--- src/adcc_pkg.sv ---
package adcc_pkg;
   // ****************************************************
   // Register map
   // ****************************************************
   localparam logic [11:0] OFS_STS = 12'h000;
   localparam logic [11:0] OFS_CTRL1 = 12'h004;
   localparam logic [11:0] OFS_CTRL2 = 12'h008;
   localparam logic [11:0] OFS_SAMPT1 = 12'h00C;
   localparam logic [11:0] OFS_SAMPT2 = 12'h010;
   localparam logic [11:0] OFS_CHSEL = 12'h024;
   localparam logic [11:0] OFS_DAT = 12'h04C;
   localparam logic [31:0] RST_ZERO = 32'h0000_0000;
   localparam logic [31:0] MASK_CTRL1 = 32'h0300_00E0;
   localparam logic [31:0] MASK_CTRL2 = 32'h009E_F101;
   localparam logic [31:0] MASK_SAMPT1 = 32'h00FF_FFFF;
   localparam logic [31:0] MASK_SAMPT2 = 32'h3FFF_FFFF;
   localparam logic [31:0] MASK_CHSEL = 32'h0000_1F1F;
   localparam logic [1:0] RESP_OKAY = 2'h0;
   localparam logic [1:0] RESP_SLVERR = 2'h2;
   // ****************************************************
   // Field positions
   // ****************************************************
   localparam int ST_WD = 0;
   localparam int ST_SEQ = 1;
   localparam int ST_INJ = 2;
   localparam int ST_JSTART = 3;
   localparam int ST_RSTART = 4;
   localparam int ST_RCH = 5;
   localparam int ST_JCH = 6;
   localparam int IE_SEQ = 5;
   localparam int IE_WD = 6;
   localparam int IE_INJ = 7;
   localparam int IE_RCH = 24;
   localparam int IE_JCH = 25;
   localparam int C2_ON = 0;
   localparam int C2_DMA = 8;
   localparam int C2_JSEL = 12;
   localparam int C2_JEXT = 15;
   localparam int C2_RSEL = 17;
   localparam int C2_REXT = 20;
   localparam int C2_JSW = 21;
   localparam int C2_RSW = 22;
   localparam int C2_TEMP = 23;
   localparam int CH_REG = 0;
   localparam int CH_INJ = 8;
   localparam int NUM_CH = 18;
   localparam int SAMPT1_FIRST = 10;
   localparam logic [4:0] TEMP_CH = 5'h11;
   localparam logic [2:0] SEL_EXT_LINE = 3'h6;
   localparam logic [2:0] SEL_SOFT = 3'h7;
   // ****************************************************
   // Conversion timing in half converter cycles
   // ****************************************************
   localparam int FIXED_HALF = 25;
   localparam int SAMP_BASE_HALF = 3;
   localparam int SAMP_STEP_HALF = 16;
   function automatic logic [7:0] conv_cycles(input logic [2:0] code);
      return 8'((SAMP_BASE_HALF + SAMP_STEP_HALF * int'(code) + FIXED_HALF) / 2);
   endfunction
endpackage

--- src/adcc_conv_if.sv ---
interface adcc_conv_if;
   logic enable;
   logic start_reg;
   logic start_inj;
   logic [7:0] cyc_reg;
   logic [7:0] cyc_inj;
   logic reg_begin;
   logic inj_begin;
   logic reg_end;
   logic inj_end;
   logic busy;
   logic inj_active;
   modport ctl(output enable, start_reg, start_inj, cyc_reg, cyc_inj,
               input reg_begin, inj_begin, reg_end, inj_end, busy, inj_active);
   modport eng(input enable, start_reg, start_inj, cyc_reg, cyc_inj,
               output reg_begin, inj_begin, reg_end, inj_end, busy, inj_active);
endinterface

--- src/adcc_top.sv ---
module adcc_top (
   input logic aclk,
   input logic aresetn,
   input logic [11:0] awaddr,
   input logic awvalid,
   output logic awready,
   input logic [31:0] wdata,
   input logic [3:0] wstrb,
   input logic wvalid,
   output logic wready,
   output logic [1:0] bresp,
   output logic bvalid,
   input logic bready,
   input logic [11:0] araddr,
   input logic arvalid,
   output logic arready,
   output logic [31:0] rdata,
   output logic [1:0] rresp,
   output logic rvalid,
   input logic rready,
   input logic [5:0] timer_reg_events,
   input logic reg_ext_line,
   input logic [5:0] timer_inj_events,
   input logic inj_ext_line,
   input logic watchdog_event,
   input logic [11:0] adc_sample,
   output logic [4:0] adc_channel,
   output logic adc_busy,
   output logic temp_vref_power,
   output logic dma_req,
   output logic irq
);
   adcc_conv_if cv ();
   logic aw_have_q, w_have_q, wr_commit, rd_err;
   logic [11:0] aw_addr_q, wsel, rsel;
   logic [31:0] w_data_q, wmask, rd_data;
   logic [3:0] w_strb_q;
   logic [6:0] sts_q, sts_d, sts_set, sts_clr, ien;
   logic [31:0] ctrl1_q, ctrl2_q, sampt1_q, sampt2_q, chsel_q;
   logic [11:0] dat_q;
   logic rsw_q, jsw_q, on_prev_q, rtrig, jtrig;
   logic [2:0] samp_sel [32];

   function automatic logic [31:0] upd(input logic [31:0] old, input logic [31:0] wd,
                                       input logic [31:0] m);
      return (old & ~m) | (wd & m);
   endfunction

   // ****************************************************
   // AXI4-Lite write path
   // ****************************************************
   assign wr_commit = aw_have_q & w_have_q & ~bvalid;
   assign wsel = {aw_addr_q[11:2], 2'b00};
   assign rsel = {araddr[11:2], 2'b00};

   always_comb begin
      for (int i = 0; i < 4; i++) begin
         wmask[8*i+:8] = {8{w_strb_q[i]}};
      end
   end

   always_ff @(posedge aclk) begin
      if (!aresetn) begin
         awready <= 1'b1;
         aw_have_q <= 1'b0;
         aw_addr_q <= 12'h000;
      end else if (wr_commit) begin
         awready <= 1'b1;
         aw_have_q <= 1'b0;
      end else if (awvalid && awready) begin
         awready <= 1'b0;
         aw_have_q <= 1'b1;
         aw_addr_q <= awaddr;
      end
   end

   always_ff @(posedge aclk) begin
      if (!aresetn) begin
         wready <= 1'b1;
         w_have_q <= 1'b0;
         w_data_q <= adcc_pkg::RST_ZERO;
         w_strb_q <= 4'h0;
      end else if (wr_commit) begin
         wready <= 1'b1;
         w_have_q <= 1'b0;
      end else if (wvalid && wready) begin
         wready <= 1'b0;
         w_have_q <= 1'b1;
         w_data_q <= wdata;
         w_strb_q <= wstrb;
      end
   end

   always_ff @(posedge aclk) begin
      if (!aresetn) begin
         bvalid <= 1'b0;
         bresp <= adcc_pkg::RESP_OKAY;
      end else if (wr_commit) begin
         bvalid <= 1'b1;
         case (wsel)
            adcc_pkg::OFS_STS, adcc_pkg::OFS_CTRL1, adcc_pkg::OFS_CTRL2,
            adcc_pkg::OFS_SAMPT1, adcc_pkg::OFS_SAMPT2, adcc_pkg::OFS_CHSEL,
            adcc_pkg::OFS_DAT: bresp <= adcc_pkg::RESP_OKAY;
            default: bresp <= adcc_pkg::RESP_SLVERR;
         endcase
      end else if (bready) begin
         bvalid <= 1'b0;
      end
   end

   // ****************************************************
   // Control registers
   // ****************************************************
   always_ff @(posedge aclk) begin
      if (!aresetn) begin
         ctrl1_q <= adcc_pkg::RST_ZERO;
         ctrl2_q <= adcc_pkg::RST_ZERO;
         sampt1_q <= adcc_pkg::RST_ZERO;
         sampt2_q <= adcc_pkg::RST_ZERO;
         chsel_q <= adcc_pkg::RST_ZERO;
      end else if (wr_commit) begin
         if (wsel == adcc_pkg::OFS_CTRL1) begin
            ctrl1_q <= upd(ctrl1_q, w_data_q, wmask & adcc_pkg::MASK_CTRL1);
         end
         if (wsel == adcc_pkg::OFS_CTRL2) begin
            ctrl2_q <= upd(ctrl2_q, w_data_q, wmask & adcc_pkg::MASK_CTRL2);
         end
         if (wsel == adcc_pkg::OFS_SAMPT1) begin
            sampt1_q <= upd(sampt1_q, w_data_q, wmask & adcc_pkg::MASK_SAMPT1);
         end
         if (wsel == adcc_pkg::OFS_SAMPT2) begin
            sampt2_q <= upd(sampt2_q, w_data_q, wmask & adcc_pkg::MASK_SAMPT2);
         end
         if (wsel == adcc_pkg::OFS_CHSEL) begin
            chsel_q <= upd(chsel_q, w_data_q, wmask & adcc_pkg::MASK_CHSEL);
         end
      end
   end

   // Soft start bits are not stored; a write of one gives a single pulse.
   always_ff @(posedge aclk) begin
      if (!aresetn) begin
         rsw_q <= 1'b0;
         jsw_q <= 1'b0;
         on_prev_q <= 1'b0;
      end else begin
         rsw_q <= wr_commit && (wsel == adcc_pkg::OFS_CTRL2)
                  && wmask[adcc_pkg::C2_RSW] && w_data_q[adcc_pkg::C2_RSW];
         jsw_q <= wr_commit && (wsel == adcc_pkg::OFS_CTRL2)
                  && wmask[adcc_pkg::C2_JSW] && w_data_q[adcc_pkg::C2_JSW];
         on_prev_q <= ctrl2_q[adcc_pkg::C2_ON];
      end
   end

   // ****************************************************
   // Triggers and conversion engine
   // ****************************************************
   // selector per channel
   for (genvar c = 0; c < 32; c++) begin : g_samp
      if (c < adcc_pkg::SAMPT1_FIRST) begin : g_lo
         assign samp_sel[c] = sampt2_q[3*c+:3];
      end else if (c < adcc_pkg::NUM_CH) begin : g_hi
         assign samp_sel[c] = sampt1_q[3*(c-adcc_pkg::SAMPT1_FIRST)+:3];
      end else begin : g_none
         assign samp_sel[c] = 3'h0;
      end
   end

   adcc_trig u_rtrig (
      .aclk(aclk),
      .aresetn(aresetn),
      .events(timer_reg_events),
      .ext_line(reg_ext_line),
      .sw_start(rsw_q),
      .sel(ctrl2_q[adcc_pkg::C2_RSEL+:3]),
      .ext_en(ctrl2_q[adcc_pkg::C2_REXT]),
      .trig(rtrig)
   );

   adcc_trig u_jtrig (
      .aclk(aclk),
      .aresetn(aresetn),
      .events(timer_inj_events),
      .ext_line(inj_ext_line),
      .sw_start(jsw_q),
      .sel(ctrl2_q[adcc_pkg::C2_JSEL+:3]),
      .ext_en(ctrl2_q[adcc_pkg::C2_JEXT]),
      .trig(jtrig)
   );

   assign cv.enable = ctrl2_q[adcc_pkg::C2_ON];
   assign cv.start_reg = (ctrl2_q[adcc_pkg::C2_ON] & ~on_prev_q) | rtrig;
   assign cv.start_inj = jtrig;
   assign cv.cyc_reg = adcc_pkg::conv_cycles(samp_sel[chsel_q[adcc_pkg::CH_REG+:5]]);
   assign cv.cyc_inj = adcc_pkg::conv_cycles(samp_sel[chsel_q[adcc_pkg::CH_INJ+:5]]);

   adcc_conv u_conv (
      .aclk(aclk),
      .aresetn(aresetn),
      .cv(cv)
   );

   always_ff @(posedge aclk) begin
      if (!aresetn) begin
         dat_q <= 12'h000;
      end else if (cv.reg_end || cv.inj_end) begin
         dat_q <= adc_sample;
      end
   end

   // ****************************************************
   // Status flags and outputs
   // ****************************************************
   always_comb begin
      sts_set = 7'h00;
      sts_set[adcc_pkg::ST_WD] = watchdog_event;
      sts_set[adcc_pkg::ST_SEQ] = cv.reg_end | cv.inj_end;
      sts_set[adcc_pkg::ST_INJ] = cv.inj_end;
      sts_set[adcc_pkg::ST_JSTART] = cv.inj_begin;
      sts_set[adcc_pkg::ST_RSTART] = cv.reg_begin;
      sts_set[adcc_pkg::ST_RCH] = cv.reg_end;
      sts_set[adcc_pkg::ST_JCH] = cv.inj_end;
      sts_clr = 7'h00;
      if (wr_commit && wsel == adcc_pkg::OFS_STS) begin
         sts_clr = wmask[6:0] & ~w_data_q[6:0];
      end
      sts_d = (sts_q & ~sts_clr) | sts_set;
      ien = 7'h00;
      ien[adcc_pkg::ST_WD] = ctrl1_q[adcc_pkg::IE_WD];
      ien[adcc_pkg::ST_SEQ] = ctrl1_q[adcc_pkg::IE_SEQ];
      ien[adcc_pkg::ST_INJ] = ctrl1_q[adcc_pkg::IE_INJ];
      ien[adcc_pkg::ST_RCH] = ctrl1_q[adcc_pkg::IE_RCH];
      ien[adcc_pkg::ST_JCH] = ctrl1_q[adcc_pkg::IE_JCH];
   end

   always_ff @(posedge aclk) begin
      if (!aresetn) begin
         sts_q <= 7'h00;
         irq <= 1'b0;
      end else begin
         sts_q <= sts_d;
         irq <= |(sts_d & ien);
      end
   end

   always_ff @(posedge aclk) begin
      if (!aresetn) begin
         dma_req <= 1'b0;
         temp_vref_power <= 1'b0;
         adc_channel <= 5'h00;
         adc_busy <= 1'b0;
      end else begin
         dma_req <= ctrl2_q[adcc_pkg::C2_DMA] & cv.reg_end;
         temp_vref_power <= ctrl2_q[adcc_pkg::C2_TEMP];
         adc_channel <= cv.inj_active ? chsel_q[adcc_pkg::CH_INJ+:5]
                                      : chsel_q[adcc_pkg::CH_REG+:5];
         adc_busy <= cv.busy;
      end
   end

   // ****************************************************
   // AXI4-Lite read path
   // ****************************************************
   always_comb begin
      rd_data = adcc_pkg::RST_ZERO;
      rd_err = 1'b0;
      case (rsel)
         adcc_pkg::OFS_STS: rd_data = {25'h0, sts_q};
         adcc_pkg::OFS_CTRL1: rd_data = ctrl1_q;
         adcc_pkg::OFS_CTRL2: rd_data = ctrl2_q;
         adcc_pkg::OFS_SAMPT1: rd_data = sampt1_q;
         adcc_pkg::OFS_SAMPT2: rd_data = sampt2_q;
         adcc_pkg::OFS_CHSEL: rd_data = chsel_q;
         adcc_pkg::OFS_DAT: rd_data = {20'h0, dat_q};
         default: rd_err = 1'b1;
      endcase
   end

   always_ff @(posedge aclk) begin
      if (!aresetn) begin
         arready <= 1'b1;
         rvalid <= 1'b0;
         rdata <= adcc_pkg::RST_ZERO;
         rresp <= adcc_pkg::RESP_OKAY;
      end else if (arvalid && arready) begin
         arready <= 1'b0;
         rvalid <= 1'b1;
         rdata <= rd_data;
         rresp <= rd_err ? adcc_pkg::RESP_SLVERR : adcc_pkg::RESP_OKAY;
      end else if (rvalid && rready) begin
         arready <= 1'b1;
         rvalid <= 1'b0;
      end
   end

   // ****************************************************
   // Checks
   // ****************************************************
   AST_DMA_REQ: assert property (@(posedge aclk) disable iff (!aresetn)
      cv.reg_end |=> dma_req == $past(ctrl2_q[adcc_pkg::C2_DMA]))
      else $error("dma request does not follow regular end");
   AST_STARTED_QUIET: assert property (@(posedge aclk) disable iff (!aresetn)
      (sts_q & ien) == 7'h00 && sts_set == 7'h00 |=> !irq)
      else $error("started flags raised an interrupt");
   AST_SEQ_FLAGS: assert property (@(posedge aclk) disable iff (!aresetn)
      cv.inj_end |=> sts_q[adcc_pkg::ST_SEQ] && sts_q[adcc_pkg::ST_INJ] && sts_q[adcc_pkg::ST_JCH])
      else $error("injected end did not set its flags");
   AST_WD_IRQ: assert property (@(posedge aclk) disable iff (!aresetn)
      watchdog_event && ctrl1_q[adcc_pkg::IE_WD] |=> irq && sts_q[adcc_pkg::ST_WD])
      else $error("enabled watchdog event gave no interrupt");
   AST_STICKY: assert property (@(posedge aclk) disable iff (!aresetn)
      sts_q[adcc_pkg::ST_RCH] && !(wr_commit && wsel == adcc_pkg::OFS_STS)
      |=> sts_q[adcc_pkg::ST_RCH])
      else $error("flag dropped without software clear");
   AST_ON_START: assert property (@(posedge aclk) disable iff (!aresetn)
      $rose(ctrl2_q[adcc_pkg::C2_ON]) && !cv.busy |=> cv.reg_begin || cv.inj_begin)
      else $error("power-on did not start a conversion");
   AST_TEMP_PWR: assert property (@(posedge aclk) disable iff (!aresetn)
      ##1 temp_vref_power == $past(ctrl2_q[adcc_pkg::C2_TEMP]))
      else $error("temperature power does not follow enable");
endmodule

--- src/adcc_trig.sv ---
module adcc_trig (
   input logic aclk,
   input logic aresetn,
   input logic [5:0] events,
   input logic ext_line,
   input logic sw_start,
   input logic [2:0] sel,
   input logic ext_en,
   output logic trig
);
   logic src;
   logic prev_q;

   always_comb begin
      if (sel == adcc_pkg::SEL_SOFT) begin
         src = 1'b0;
      end else if (sel == adcc_pkg::SEL_EXT_LINE) begin
         src = ext_line;
      end else begin
         src = events[sel];
      end
   end

   always_ff @(posedge aclk) begin
      if (!aresetn) begin
         prev_q <= 1'b0;
         trig <= 1'b0;
      end else begin
         prev_q <= src;
         trig <= (ext_en & src & ~prev_q) | ((sel == adcc_pkg::SEL_SOFT) & sw_start);
      end
   end

   AST_SOFT_START: assert property (@(posedge aclk) disable iff (!aresetn)
      (sel == adcc_pkg::SEL_SOFT) && sw_start |=> trig)
      else $error("soft start did not trigger");
   AST_EXT_EDGE: assert property (@(posedge aclk) disable iff (!aresetn)
      ext_en && (sel != adcc_pkg::SEL_SOFT) && src && !$past(src) && $past(aresetn) |=> trig)
      else $error("rising trigger edge was missed");
endmodule

--- src/adcc_conv.sv ---
module adcc_conv (
   input logic aclk,
   input logic aresetn,
   adcc_conv_if.eng cv
);
   typedef enum logic {CV_IDLE, CV_RUN} adcc_cv_state_t;
   adcc_cv_state_t state_q;
   logic [7:0] cnt_q;
   logic inj_q;
   logic reg_pend_q;
   logic inj_pend_q;
   logic reg_begin_q, inj_begin_q, reg_end_q, inj_end_q;
   logic [7:0] el_q;
   logic [7:0] len_q;

   assign cv.reg_begin = reg_begin_q;
   assign cv.inj_begin = inj_begin_q;
   assign cv.reg_end = reg_end_q;
   assign cv.inj_end = inj_end_q;
   assign cv.busy = (state_q == CV_RUN);
   assign cv.inj_active = inj_q;

   // A second injected trigger during an injected conversion is dropped:
   // software must space injected triggers wider than one conversion.
   always_ff @(posedge aclk) begin
      if (!aresetn) begin
         state_q <= CV_IDLE;
         cnt_q <= 8'h00;
         inj_q <= 1'b0;
         reg_pend_q <= 1'b0;
         inj_pend_q <= 1'b0;
         reg_begin_q <= 1'b0;
         inj_begin_q <= 1'b0;
         reg_end_q <= 1'b0;
         inj_end_q <= 1'b0;
      end else begin
         reg_begin_q <= 1'b0;
         inj_begin_q <= 1'b0;
         reg_end_q <= 1'b0;
         inj_end_q <= 1'b0;
         if (!cv.enable) begin
            state_q <= CV_IDLE;
            inj_q <= 1'b0;
            reg_pend_q <= 1'b0;
            inj_pend_q <= 1'b0;
         end else begin
            unique case (state_q)
               CV_IDLE: begin
                  if (cv.start_inj || inj_pend_q) begin
                     state_q <= CV_RUN;
                     inj_q <= 1'b1;
                     cnt_q <= cv.cyc_inj;
                     inj_begin_q <= 1'b1;
                     inj_pend_q <= 1'b0;
                     reg_pend_q <= reg_pend_q | cv.start_reg;
                  end else if (cv.start_reg || reg_pend_q) begin
                     state_q <= CV_RUN;
                     inj_q <= 1'b0;
                     cnt_q <= cv.cyc_reg;
                     reg_begin_q <= 1'b1;
                     reg_pend_q <= 1'b0;
                  end
               end
               CV_RUN: begin
                  if (cv.start_inj && !inj_q) begin
                     inj_q <= 1'b1;
                     cnt_q <= cv.cyc_inj;
                     inj_begin_q <= 1'b1;
                     reg_pend_q <= 1'b1;
                  end else begin
                     if (cv.start_reg) begin
                        reg_pend_q <= 1'b1;
                     end
                     if (cnt_q <= 8'h01) begin
                        state_q <= CV_IDLE;
                        reg_end_q <= !inj_q;
                        inj_end_q <= inj_q;
                     end else begin
                        cnt_q <= cnt_q - 8'h01;
                     end
                  end
               end
            endcase
         end
      end
   end

   always_ff @(posedge aclk) begin
      if (!aresetn) begin
         el_q <= 8'h00;
         len_q <= 8'h00;
      end else if (reg_begin_q || inj_begin_q) begin
         el_q <= 8'h01;
         len_q <= cnt_q;
      end else if (state_q == CV_RUN) begin
         el_q <= el_q + 8'h01;
      end
   end

   AST_CONV_LEN: assert property (@(posedge aclk) disable iff (!aresetn)
      (reg_end_q || inj_end_q) && cv.enable |-> el_q == len_q)
      else $error("conversion length differs from selected cycles");
   AST_INJ_PREEMPT: assert property (@(posedge aclk) disable iff (!aresetn)
      cv.enable && cv.busy && !inj_q && cv.start_inj |=> inj_q && inj_begin_q && reg_pend_q)
      else $error("injected trigger did not preempt regular conversion");
endmodule

--- config.mk ---
export PLATFORM = sky130hd
export DESIGN_NAME = adcc_top
export DESIGN_NICKNAME = d
export VERILOG_FILES = /design/src/adcc_pkg.sv /design/src/adcc_conv_if.sv /design/src/adcc_top.sv /design/src/adcc_trig.sv /design/src/adcc_conv.sv
export SDC_FILE = /design/constraint.sdc
export NUM_CORES = 1
export LEC_CHECK = 0
export BUFFER_PORTS_ARGS = -buffer_cell sky130_fd_sc_hd__buf_2
export CORE_MARGIN = 2
export CORE_UTILIZATION = 50
export CTS_BUF_LIST = sky130_fd_sc_hd__clkbuf_4 sky130_fd_sc_hd__clkbuf_8
export DETAILED_ROUTE_END_ITERATION = 10
export PLACE_DENSITY = 0.82
export SYNTH_ARGS = -nofsm -noshare
export SYNTH_HDL_FRONTEND = slang
export SYNTH_SLANG_ARGS = --single-unit
--- constraint.sdc ---
create_clock -name aclk -period 3.7 [get_ports aclk]
set_input_delay 0.74 -clock aclk [delete_from_list [all_inputs] [get_ports aclk]]
set_output_delay 0.74 -clock aclk [all_outputs]
set_load 0.005 [all_outputs]
After elaboration in Yosys (flattened, before gate mapping) --
Cells that the tools add are included.
Word-level totals: bits in registers 301
Operators by class: add/subtract/negate cells 7, magnitude comparators 5, eq/ne operators 20, mux-type cells 46, bitwise operators 54, reduce and logical (&&, ||, !) cells 34
Operators with widths (count):
- 32-bit one-hot mux with 7 select lines | 1
- 32-bit bitwise AND | 5
- 32-bit bitwise OR | 5
- 32-bit by 24-bit bitwise AND with 32-bit output | 2
- 24-bit NOT with 32-bit output | 2
- 10-bit by 2-bit equality test with 1-bit output, second input constant | 4
- 32-bit by 13-bit bitwise AND with 32-bit output | 1
- 32-bit by 26-bit bitwise AND with 32-bit output | 1
- 32-bit by 30-bit bitwise AND with 32-bit output | 1
- 8-bit 2-to-1 mux | 4
- 13-bit NOT with 32-bit output | 1
- 26-bit NOT with 32-bit output | 1
- 30-bit NOT with 32-bit output | 1
- 3-bit binary-select mux with 5-bit select | 2
- 12-bit zero test | 2
- 1-bit 2-to-1 mux | 24
- 7-bit bitwise AND | 3
- 7-bit OR reduction | 3
- 10-bit by 1-bit equality test with 1-bit output, second input constant | 2
- 10-bit by 3-bit equality test with 1-bit output, second input constant | 2
- 10-bit by 4-bit equality test with 1-bit output, second input constant | 2
- 10-bit by 5-bit equality test with 1-bit output, second input constant | 2
- 2-bit AND reduction | 10
- 8-bit by 5-bit adder with 9-bit output, second input constant | 2
- 33 further kinds | 83

Logic depth before layout (Yosys ltp) --
Gate-level depths: netlist of run 1.
word-level depth 11, mapped depth 12, gate-level depth less buffers 10

Modules after synthesis --
From an unflattened synthesis of run 1, not the netlist that was laid out.
Second synthesis, totals: cells, all modules 1139, area, all modules 9927.0 µm²
By module, submodules not included:
- adcc_top | times used 1, cells an instance 999, area each 8750.9 µm²
- adcc_conv | times used 1, cells an instance 110, area each 888.4 µm²
- adcc_trig | times used 2, cells an instance 15, area each 143.9 µm²

Least setup slack after synthesis of run 1 --
OpenSTA, ideal clock, no wires.
path type register to register, from reg (tool-made name), to reg u_conv.cnt_q[4], arrival time 2.851 ns, data required time 3.584 ns, setup slack 0.733 ns, stages on the path, launching flop included 13, buffers on the path 2, period minus slack after synthesis 2.967 ns, path through dfxtp_1 > clkbuf_1 > buf_2 > mux4_2 > mux2_2 > a22oi_1 > o21ai_0 > ha_1 > mux2_2 > o32ai_1 > a21oi_1 > mux2i_1 > nor2b_1
RTL lines:
- to (signal assigned) | RTL line adcc_conv.sv:52 | cnt_q <= cv.cyc_inj;
- to (signal assigned) | RTL line adcc_conv.sv:59 | cnt_q <= cv.cyc_reg;
- to (signal assigned) | RTL line adcc_conv.sv:67 | cnt_q <= cv.cyc_inj;
- to (decl) | RTL line adcc_conv.sv:8 | logic [7:0] cnt_q;

==> results summary, run 1 <==
The run finished with clean final reports. The count of nets left with antenna violations once routing finished came out at 0. The clock tree buffer depth is 3.

The total routing resource utilization after global routing came out at 25.0%. The floorplan has a little over 50 rows. In this run the clock root is driven by a clkbuf_8.

Counting I/O delays and the setup requirement, the final critical path takes 3040 ps. Across the VDD grid, the largest voltage drop is 0.201 mV. The total power density per cell area came out at approximately 420 nW/um^2. The most instantiated flip-flop cell in the synthesis netlist is dfxtp_1. The net count of the finished layout came out at 1323. The worst pin sits at a relative slew slack of 15.9%. The clock slew at the register clock pins of the worst setup and hold paths is 60 ps. The count of final hold-check violations is 0. The routed layout has 8644 vias.

The fraction of the mapped netlist area in compound gates came out at between 20% and 30%. The maximum clock skew at final layout came out at between 20 and 30 ps. In this run the worst hold path is classified as flop to flop.

The CTS H-tree depth is 2. By count the netlist is led by 272 x nand2_1, 213 x dfxtp_1, 114 x a21boi_0, 68 x clkbuf_1, 58 x nand3_1. The completed layout was analyzed and its total power is 4.86 mW.

After synthesis, the largest family of logic cells by area is simple AND/OR/NAND/NOR gates. 0 antenna diodes ended up in the layout. Detailed routing placed a total of 2.42 mm of wire on met3. The utilization after layout came out at 59.2%. The average detailed-routed wire length per instance came out at 17.0 microns. The final weighted congestion in routability-driven placement is ~0.95. Along the worst hold path, the cell count comes to 1. After Yosys synthesis, XOR and XNOR cells account for less than 1% of the synthesized area. The half-perimeter wire length after placement is approximately 19 mm.

After detailed routing, the met2 layer carries approximately 11 mm of wire. The iteration count of the initial detailed-routing pass is 10. The post-synthesis mux area share came out at 10.8%.

The total global routing overflow came out at 0. The instance count of the mapped netlist came out at 1117. The worst-skew pair later-pin latency came out at approximately 530 ps. The post-cts gate resize count is 0. The critical path goes through mux4_2 -> mux2_2 -> a22oi_1 -> o21ai_0 -> ha_1 -> mux2_2 -> o32ai_1 -> a21oi_1 -> mux2i_1 -> nor2b_1. Counting flops with an async set or reset pin after synthesis yields a share of 0%. The cell area that synthesis handed to floorplanning was between 9000 and 10000 sq um. The worst setup path is of the flop to flop kind. The detailed router finished its first iteration with 896 violations. After the flow finishes, the layout carries non-filler instances totaling 1517. The mean instance size in the synthesized netlist is 8.85 sq um. After Yosys synthesis, full adders, half adders and majority gates account for 0.506% of the synthesized area. The required time of the critical path came out at 4110 ps.

The least setup slack across all paths after layout came out at roughly 660 ps. The via count of the first global-routing pass is 8065. For this design, the slowest cell found on the critical path is dfxtp_1. Setup repair after global routing left no endpoint under its margin. From synthesis to final layout, the design area changed by 16.2%.

After Yosys synthesis, and, or, nand and nor cells account for 20.8% of the synthesized area. The maximum fanout along the worst path came out at 10. The count of unique library cells instantiated by Yosys came out at 58. The max capacitance violation total is 0. The nature of the critical path startpoint is a flop.

The total length of routed wires came out at 25.8 mm. The final-layout setup total negative slack is 0 ps. The worst hold slack after final layout is 449 ps. The largest net degree at the start of global routing came out at approximately 110. During synthesis, Yosys emitted a total of 0 warnings. The buffer count from post-CTS setup fixing is 0. Measured along the y axis, the die boundary spans 145 microns. 144 I/O pins were placed. The placed instance count is 1452. The sequential fraction of the synthesis area came out at 43.1%.

The floorplan step defined a die boundary enclosing between 20000 and 25000 sq um. The initial antenna violation count is 0. Yosys instantiated no cell more often than nand2_1. The worst-margin pin slew is 1250 ps.

The floorplan core area is 19400 sq um. The routed length on met1 came out at 11.4 mm. The ratio of cells with drive above 1 in the final layout is 21.2%. TritonCTS built the clock tree. For this configuration, the core starts out at a cell density of 50.9%.

The flip-flop and latch count after synthesis is 213. The highest achievable clock rate came out at 329 MHz. The total non-filler cell area in the finished layout is 11500 sq um.

In this run, CTS created clock tree buffers numbering 36. The highest metal layer with signal wires is met4. The synthesized design spends more area on one cell type than any other, namely dfxtp_1.

The worst-case setup slack after placement is 679 ps. The worst setup path is captured at a flop. The placed cell area came out at 10700 sq um. The worst path uses 82.1% of the clock period.

Setup violations remaining at the end of the flow were counted as 0. The number of buffer cells added on primary ports is ~130. The final max-slew violation count is 0. For this run, design rule violations remaining after detail routing come to 0. By instance count, the cell type seen most on the critical path is mux2_2.

Summed over all cells, the static leakage comes to 4.29 nW. By area the synthesized netlist is led by dfxtp_1 43%, nand2_1 10%, a21boi_0 8.7%, mux4_2 5.9%, mux2i_1 3.1%. The die extent in x came out at 145 microns. On the worst path, the slowest cell contributes a delay of 690 ps. The first global-routing pass estimated slightly above 40 mm of wire. The arrival time at the worst endpoint came out at 3450 ps.

In this run, post-CTS hold repair placed 0 buffers. The fraction of synthesized cell area taken by the top area cell type is 43.1%. The worst register-to-register path has a depth of 10. The TritonCTS sink count came out at 213.

The routed via count divided by cell count is about 5.7. The number of synthesized flops with an enable pin came out at 0.
==> final timing paths <==
| kind | from | to | slack, ps |
|---|---|---|---|
| setup / recovery | flop | u_conv.cnt_q[4] | 660 |
| hold / removal | u_conv.cv.inj_begin | sts_q[3] | 450 |
| setup reg to reg | flop | u_conv.cnt_q[4] | 660 |
| hold reg to reg | u_conv.cv.inj_begin | sts_q[3] | 450 |
==> critical path, delay by kind of cell (launching register included) <==
| kind | cells | cell delay (ps) |
|---|---|---|
| adders and majority gates | 1 | 320 |
| AOI/OAI and AO/OA | 4 | 570 |
| and+or+nand+nor | 1 | 60 |
| DFF | 1 | 690 |
| muxes | 4 | 1280 |
==> kinds of logic after synthesis <==
family	after synthesis
DFF	213
adders and majority gates	4
buffers and inverters	95
other	1
xor gates and xnor gates	8
and+or+nand+nor	445
muxes	72
AOI/OAI and AO/OA	279
==> cell usage in the layout (no fill, tap or decap), drive strengths merged, types with 7 or more instances in the layout <==
master / n
and3: 10
o21a: 15
inv: 13
mux2: 15
a21oi: 16
clkbuf: 59
nor2b: 19
a222oi: 12
o21ai: 48
nand3: 58
nand2: 272
a22oi: 17
a22o: 7
dfxtp: 213
and2: 17
nor2: 24
nor4: 8
nand2b: 11
mux4: 26
mux2i: 31
a21boi: 143
buf: 149
==> layer usage <==
metal | global-route usage, % | up-vias
met1 | 35.4 | 4028
met2 | 37.6 | 402
met4 | 8.18 | 0
met5 | 0 | -
li1 | - | 4145
met3 | 5.99 | 69
==> where the power goes <==
group | internal, mW | switching (mW) | leakage, nW
combinational | 0.102 | 0.124 | 2.15
sequential | 2.33 | 0.0524 | 1.72
clock | 1.32 | 0.928 | 0.417
total | 3.75 | 1.10 | 4.29
==> cell type report <==
type                       instances  area, sq um
inverter                          13         48.8
timing repair buffer             149          801
sequential                       213         4260
fill                            1710         7910
multi-input combinational        812         5250
tap                              265          332
clock buffer                      59          731
clock inverter                     6         60.1
Note: power is estimated with default switching activity, not from simulation.
==> inputs of run 2 (changes only) <==
==> constraint.sdc (replaced) <==
create_clock -name aclk -period 2.8 [get_ports aclk]
set_input_delay 0.56 -clock aclk [delete_from_list [all_inputs] [get_ports aclk]]
set_output_delay 0.56 -clock aclk [all_outputs]
set_load 0.005 [all_outputs]
==> results summary, run 2 (synthesis gave the netlist of run 1 again) <==
The placement row count is 51. The layer flagged by global routing as most heavily used is met2. The classification of the worst-slack hold path is input port to flop. In this run the horizontal extent of the chip is 145 microns. The worst setup path is of the flop to flop kind. The cell count of the worst reg-to-reg path came out at 11.

Together, buffers and inverters on the worst path number 1. The initial antenna violation count is 0. 144 I/O pins were placed. The highest achievable clock rate is between 300 and 400 MHz. Per report_power, the clock group accounts for 43.9% of the total. In this run the remaining antenna-violating nets after routing total 0. Hold timing on the final database bottoms out at a slack of between 200 and 300 ps. The half-perimeter wire length after placement came out at 20.1 mm. Clock tree synthesis inserted a total of 35 buffers.

Combinational logic is responsible for under 10% of the overall power. The worst-skew pair later-pin latency is about 540 ps. The kind of end point of the critical path is a flop. The region available for standard cell placement spans 19400 sq um. Among all stages on the critical path, the largest delay is contributed by mux4_2.

The flop-to-flop setup slack is 120 ps. After detailed routing, the total wire length is 27.7 mm. The die outline area is about 21000 sq um. Summed over all nets, the switching power comes to between 1 and 1.5 mW. The worst stage delay on the critical path came out at 500 ps. The met2 usage in global routing is 42.2%. Cells with a size suffix above 1 make up 23.8% of the layout. Total power for the finished layout comes to about 6.2 mW. The relative area change from synthesis to final layout came out at 18.9%. Setup violations remaining at the end of the flow were counted as 0. The final weighted congestion in routability-driven placement is 0.972. Counting stages on the worst path, the most repeated cell is mux2_2.

The total routing resource utilization after global routing is 26.7%. After detailed placement, the total cell area comes to 11000 sq um. The net count of the finished layout is approximately 1400. The worst-margin pin slew came out at 686 ps. The max capacitance violation total came out at 0. The count of final hold-check violations came out at 0. The CTS H-tree depth is 2. The TritonCTS clock tree is done.

The internal power came out at between 4 and 5 mW. Among cell families on the critical path, the largest total delay comes from multiplexers. The sequential cell area in the final layout came out at 4270 sq um. The detailed router's first-iteration violation count is 990. The total power density per cell area came out at 525 nW/um^2. The worst setup path is launched from a flop. The initial cell density of the core is 50.9%. The y dimension of the die came out at 145 microns.

The worst path uses between 90% and 100% of the clock period. 0 antenna diodes ended up in the layout. The met1 layer usage reported by global route is 37.1%. The wire length of the first global-routing pass came out at 43.3 mm. The switching part of the total is 23.8%.

Setup repair after global routing left no endpoint under its margin. In this run the tool buffered the top-level ports with roughly 130 buffer cells. The worst pin sits at a relative slew slack of between 50% and 60%.

The iteration count of the initial detailed-routing pass came out at 6. The final critical-path required period is 2680 ps. The number of logic stages on the critical path including buffering is 11. The final max-slew violation count came out at 0. Counting the fill cells in the layout gives between 1500 and 2000.

With fillers left out, the area of the finished cells amounts to 11800 sq um. The end point of the critical path is u_conv.cnt_q[4]. The routed via count divided by cell count is 5.74.

Entering global routing, the biggest net connects 113 pins. The via count of the first global-routing pass is 8358. The arrival time at the worst endpoint came out at 3100 ps.

The overall via count from detail_route came out at 8913. The CTS root buffer is clkbuf_8. The total leakage power came out at 4.47 nW. The top cell types in the final layout, fill and taps aside, are 272 x nand2_1, 209 x dfxtp_1, 132 x buf_2. The average detailed-routed wire length per instance is 17.8 microns. The clock slew at the register clock pins of the worst setup and hold paths came out at about 70 ps. The total area of multi-input combinational cells came out at 5260 sq um.

The run finished with clean final reports. The library cell used most frequently in the layout, excluding fill and tap cells, is nand2_1. The clock tree buffer depth is 3. Summed over all layers, the global routing overflow is 0.

Traced cell by cell, the critical path runs through buf_12 -> mux4_2 -> mux2_2 -> a22oi_2 -> o21ai_2 -> ha_1 -> mux2_2 -> o32ai_1 -> a21oi_1 -> mux2i_1 -> nor2b_1. The met3 routing resource usage after global routing came out at 5.17%. The maximum clock skew at final layout came out at 24.7 ps. The worst ir drop on vdd is between 0.3 and 0.4 mV.

The required time of the critical path is 3220 ps. The terminus of the critical flop-to-flop path is u_conv.cnt_q[4]. The maximum fanout along the worst path came out at 10. Sequential cells burn 51.0% of the power. The post-detailed-route DRC marker count is 0. For this design, the sink count on the clock tree is 213. The final-layout setup total negative slack came out at 0 ps.
[run 2: changes by cell type in the layout (fill, tap and decap cells not counted), moves of 2 or more]
cell	before	now
clkbuf_4	13	10
dfxtp_2	0	4
o21ai_0	48	46
clkinv_2	3	7
buf_4	16	55
clkbuf_8	46	38
buf_12	1	4
dfxtp_1	213	209
[run 2: how the worst min path moves through the flow]
stage / startpoint / to / slack (ps) / cells past startpoint
CTS: watchdog_event / sts_q[0] / 260 / 2
floorplan: u_conv.cv.inj_begin / sts_q[3] / 420 / 1
detailed placement: rdata[3] / rdata[3] / 440 / 2
global placement: u_conv.cv.inj_begin / sts_q[3] / 430 / 1
global route: watchdog_event / sts_q[0] / 280 / 2
finish: watchdog_event / sts_q[0] / 280 / 2
[run 2: through the flow]
| step | setup slack, ps | cells | utilization (%) |
|---|---|---|---|
| 2_1_floorplan | 8.61 | 1120 | - |
| 3_3_place_gp | 36.9 | 1490 | 56.8 |
| 3_5_place_dp | -12.7 | 1490 | 56.8 |
| 4_1_cts | 9.33 | 1549 | 60.3 |
| 5_1_grt | 1.93 | 1553 | 60.6 |
| 6_report | 124 | 1553 | 60.6 |
[run 2: metal layers]
layer	share of wire [%]	wire, microns	vias to the layer above
li1	-	-	4220
met1	44	12100	4209
met2	44	12300	420
met3	9.2	2560	64
met4	2.7	761	0
met5	0	0	-
[run 2: worst reg2reg max path, cell delays in order, from the launching register on]
cell and delay (ps):
dfxtp_2 350, buf_12 140, mux4_2 500, mux2_2 310, a22oi_2 170, o21ai_2 100
ha_1 310, mux2_2 260, o32ai_1 140, a21oi_1 70, mux2i_1 150, nor2b_1 60
[run 2: layout make-up]
class | count | area share [%]
clock buffer | 48 | 5.09
multi-input combinational | 812 | 44.8
tap | 265 | 2.82
timing repair buffer | 191 | 9.82
clock inverter | 11 | 0.745
sequential | 213 | 36.3
inverter | 13 | 0.415
[run 2: power by group through the flow]
stage / clock network, mW / registers, mW / logic, mW
2_1_floorplan: 0 / 3.18 / 0.204
3_3_place_gp: 0 / 3.21 / 0.308
3_5_place_dp: 0 / 3.21 / 0.316
4_1_cts: 2.75 / 3.15 / 0.318
5_1_grt: 2.87 / 3.15 / 0.353
6_report: 2.71 / 3.15 / 0.316
[run 2: what timing repair did]
item,4_1_cts,5_1_grt
hold buffers,0,0
pin swaps,0,1
resized for setup,1,7
gates cloned,0,0
endpoints found under the setup margin,1,1
endpoints found under the hold margin,0,0
buffers inserted,0,4
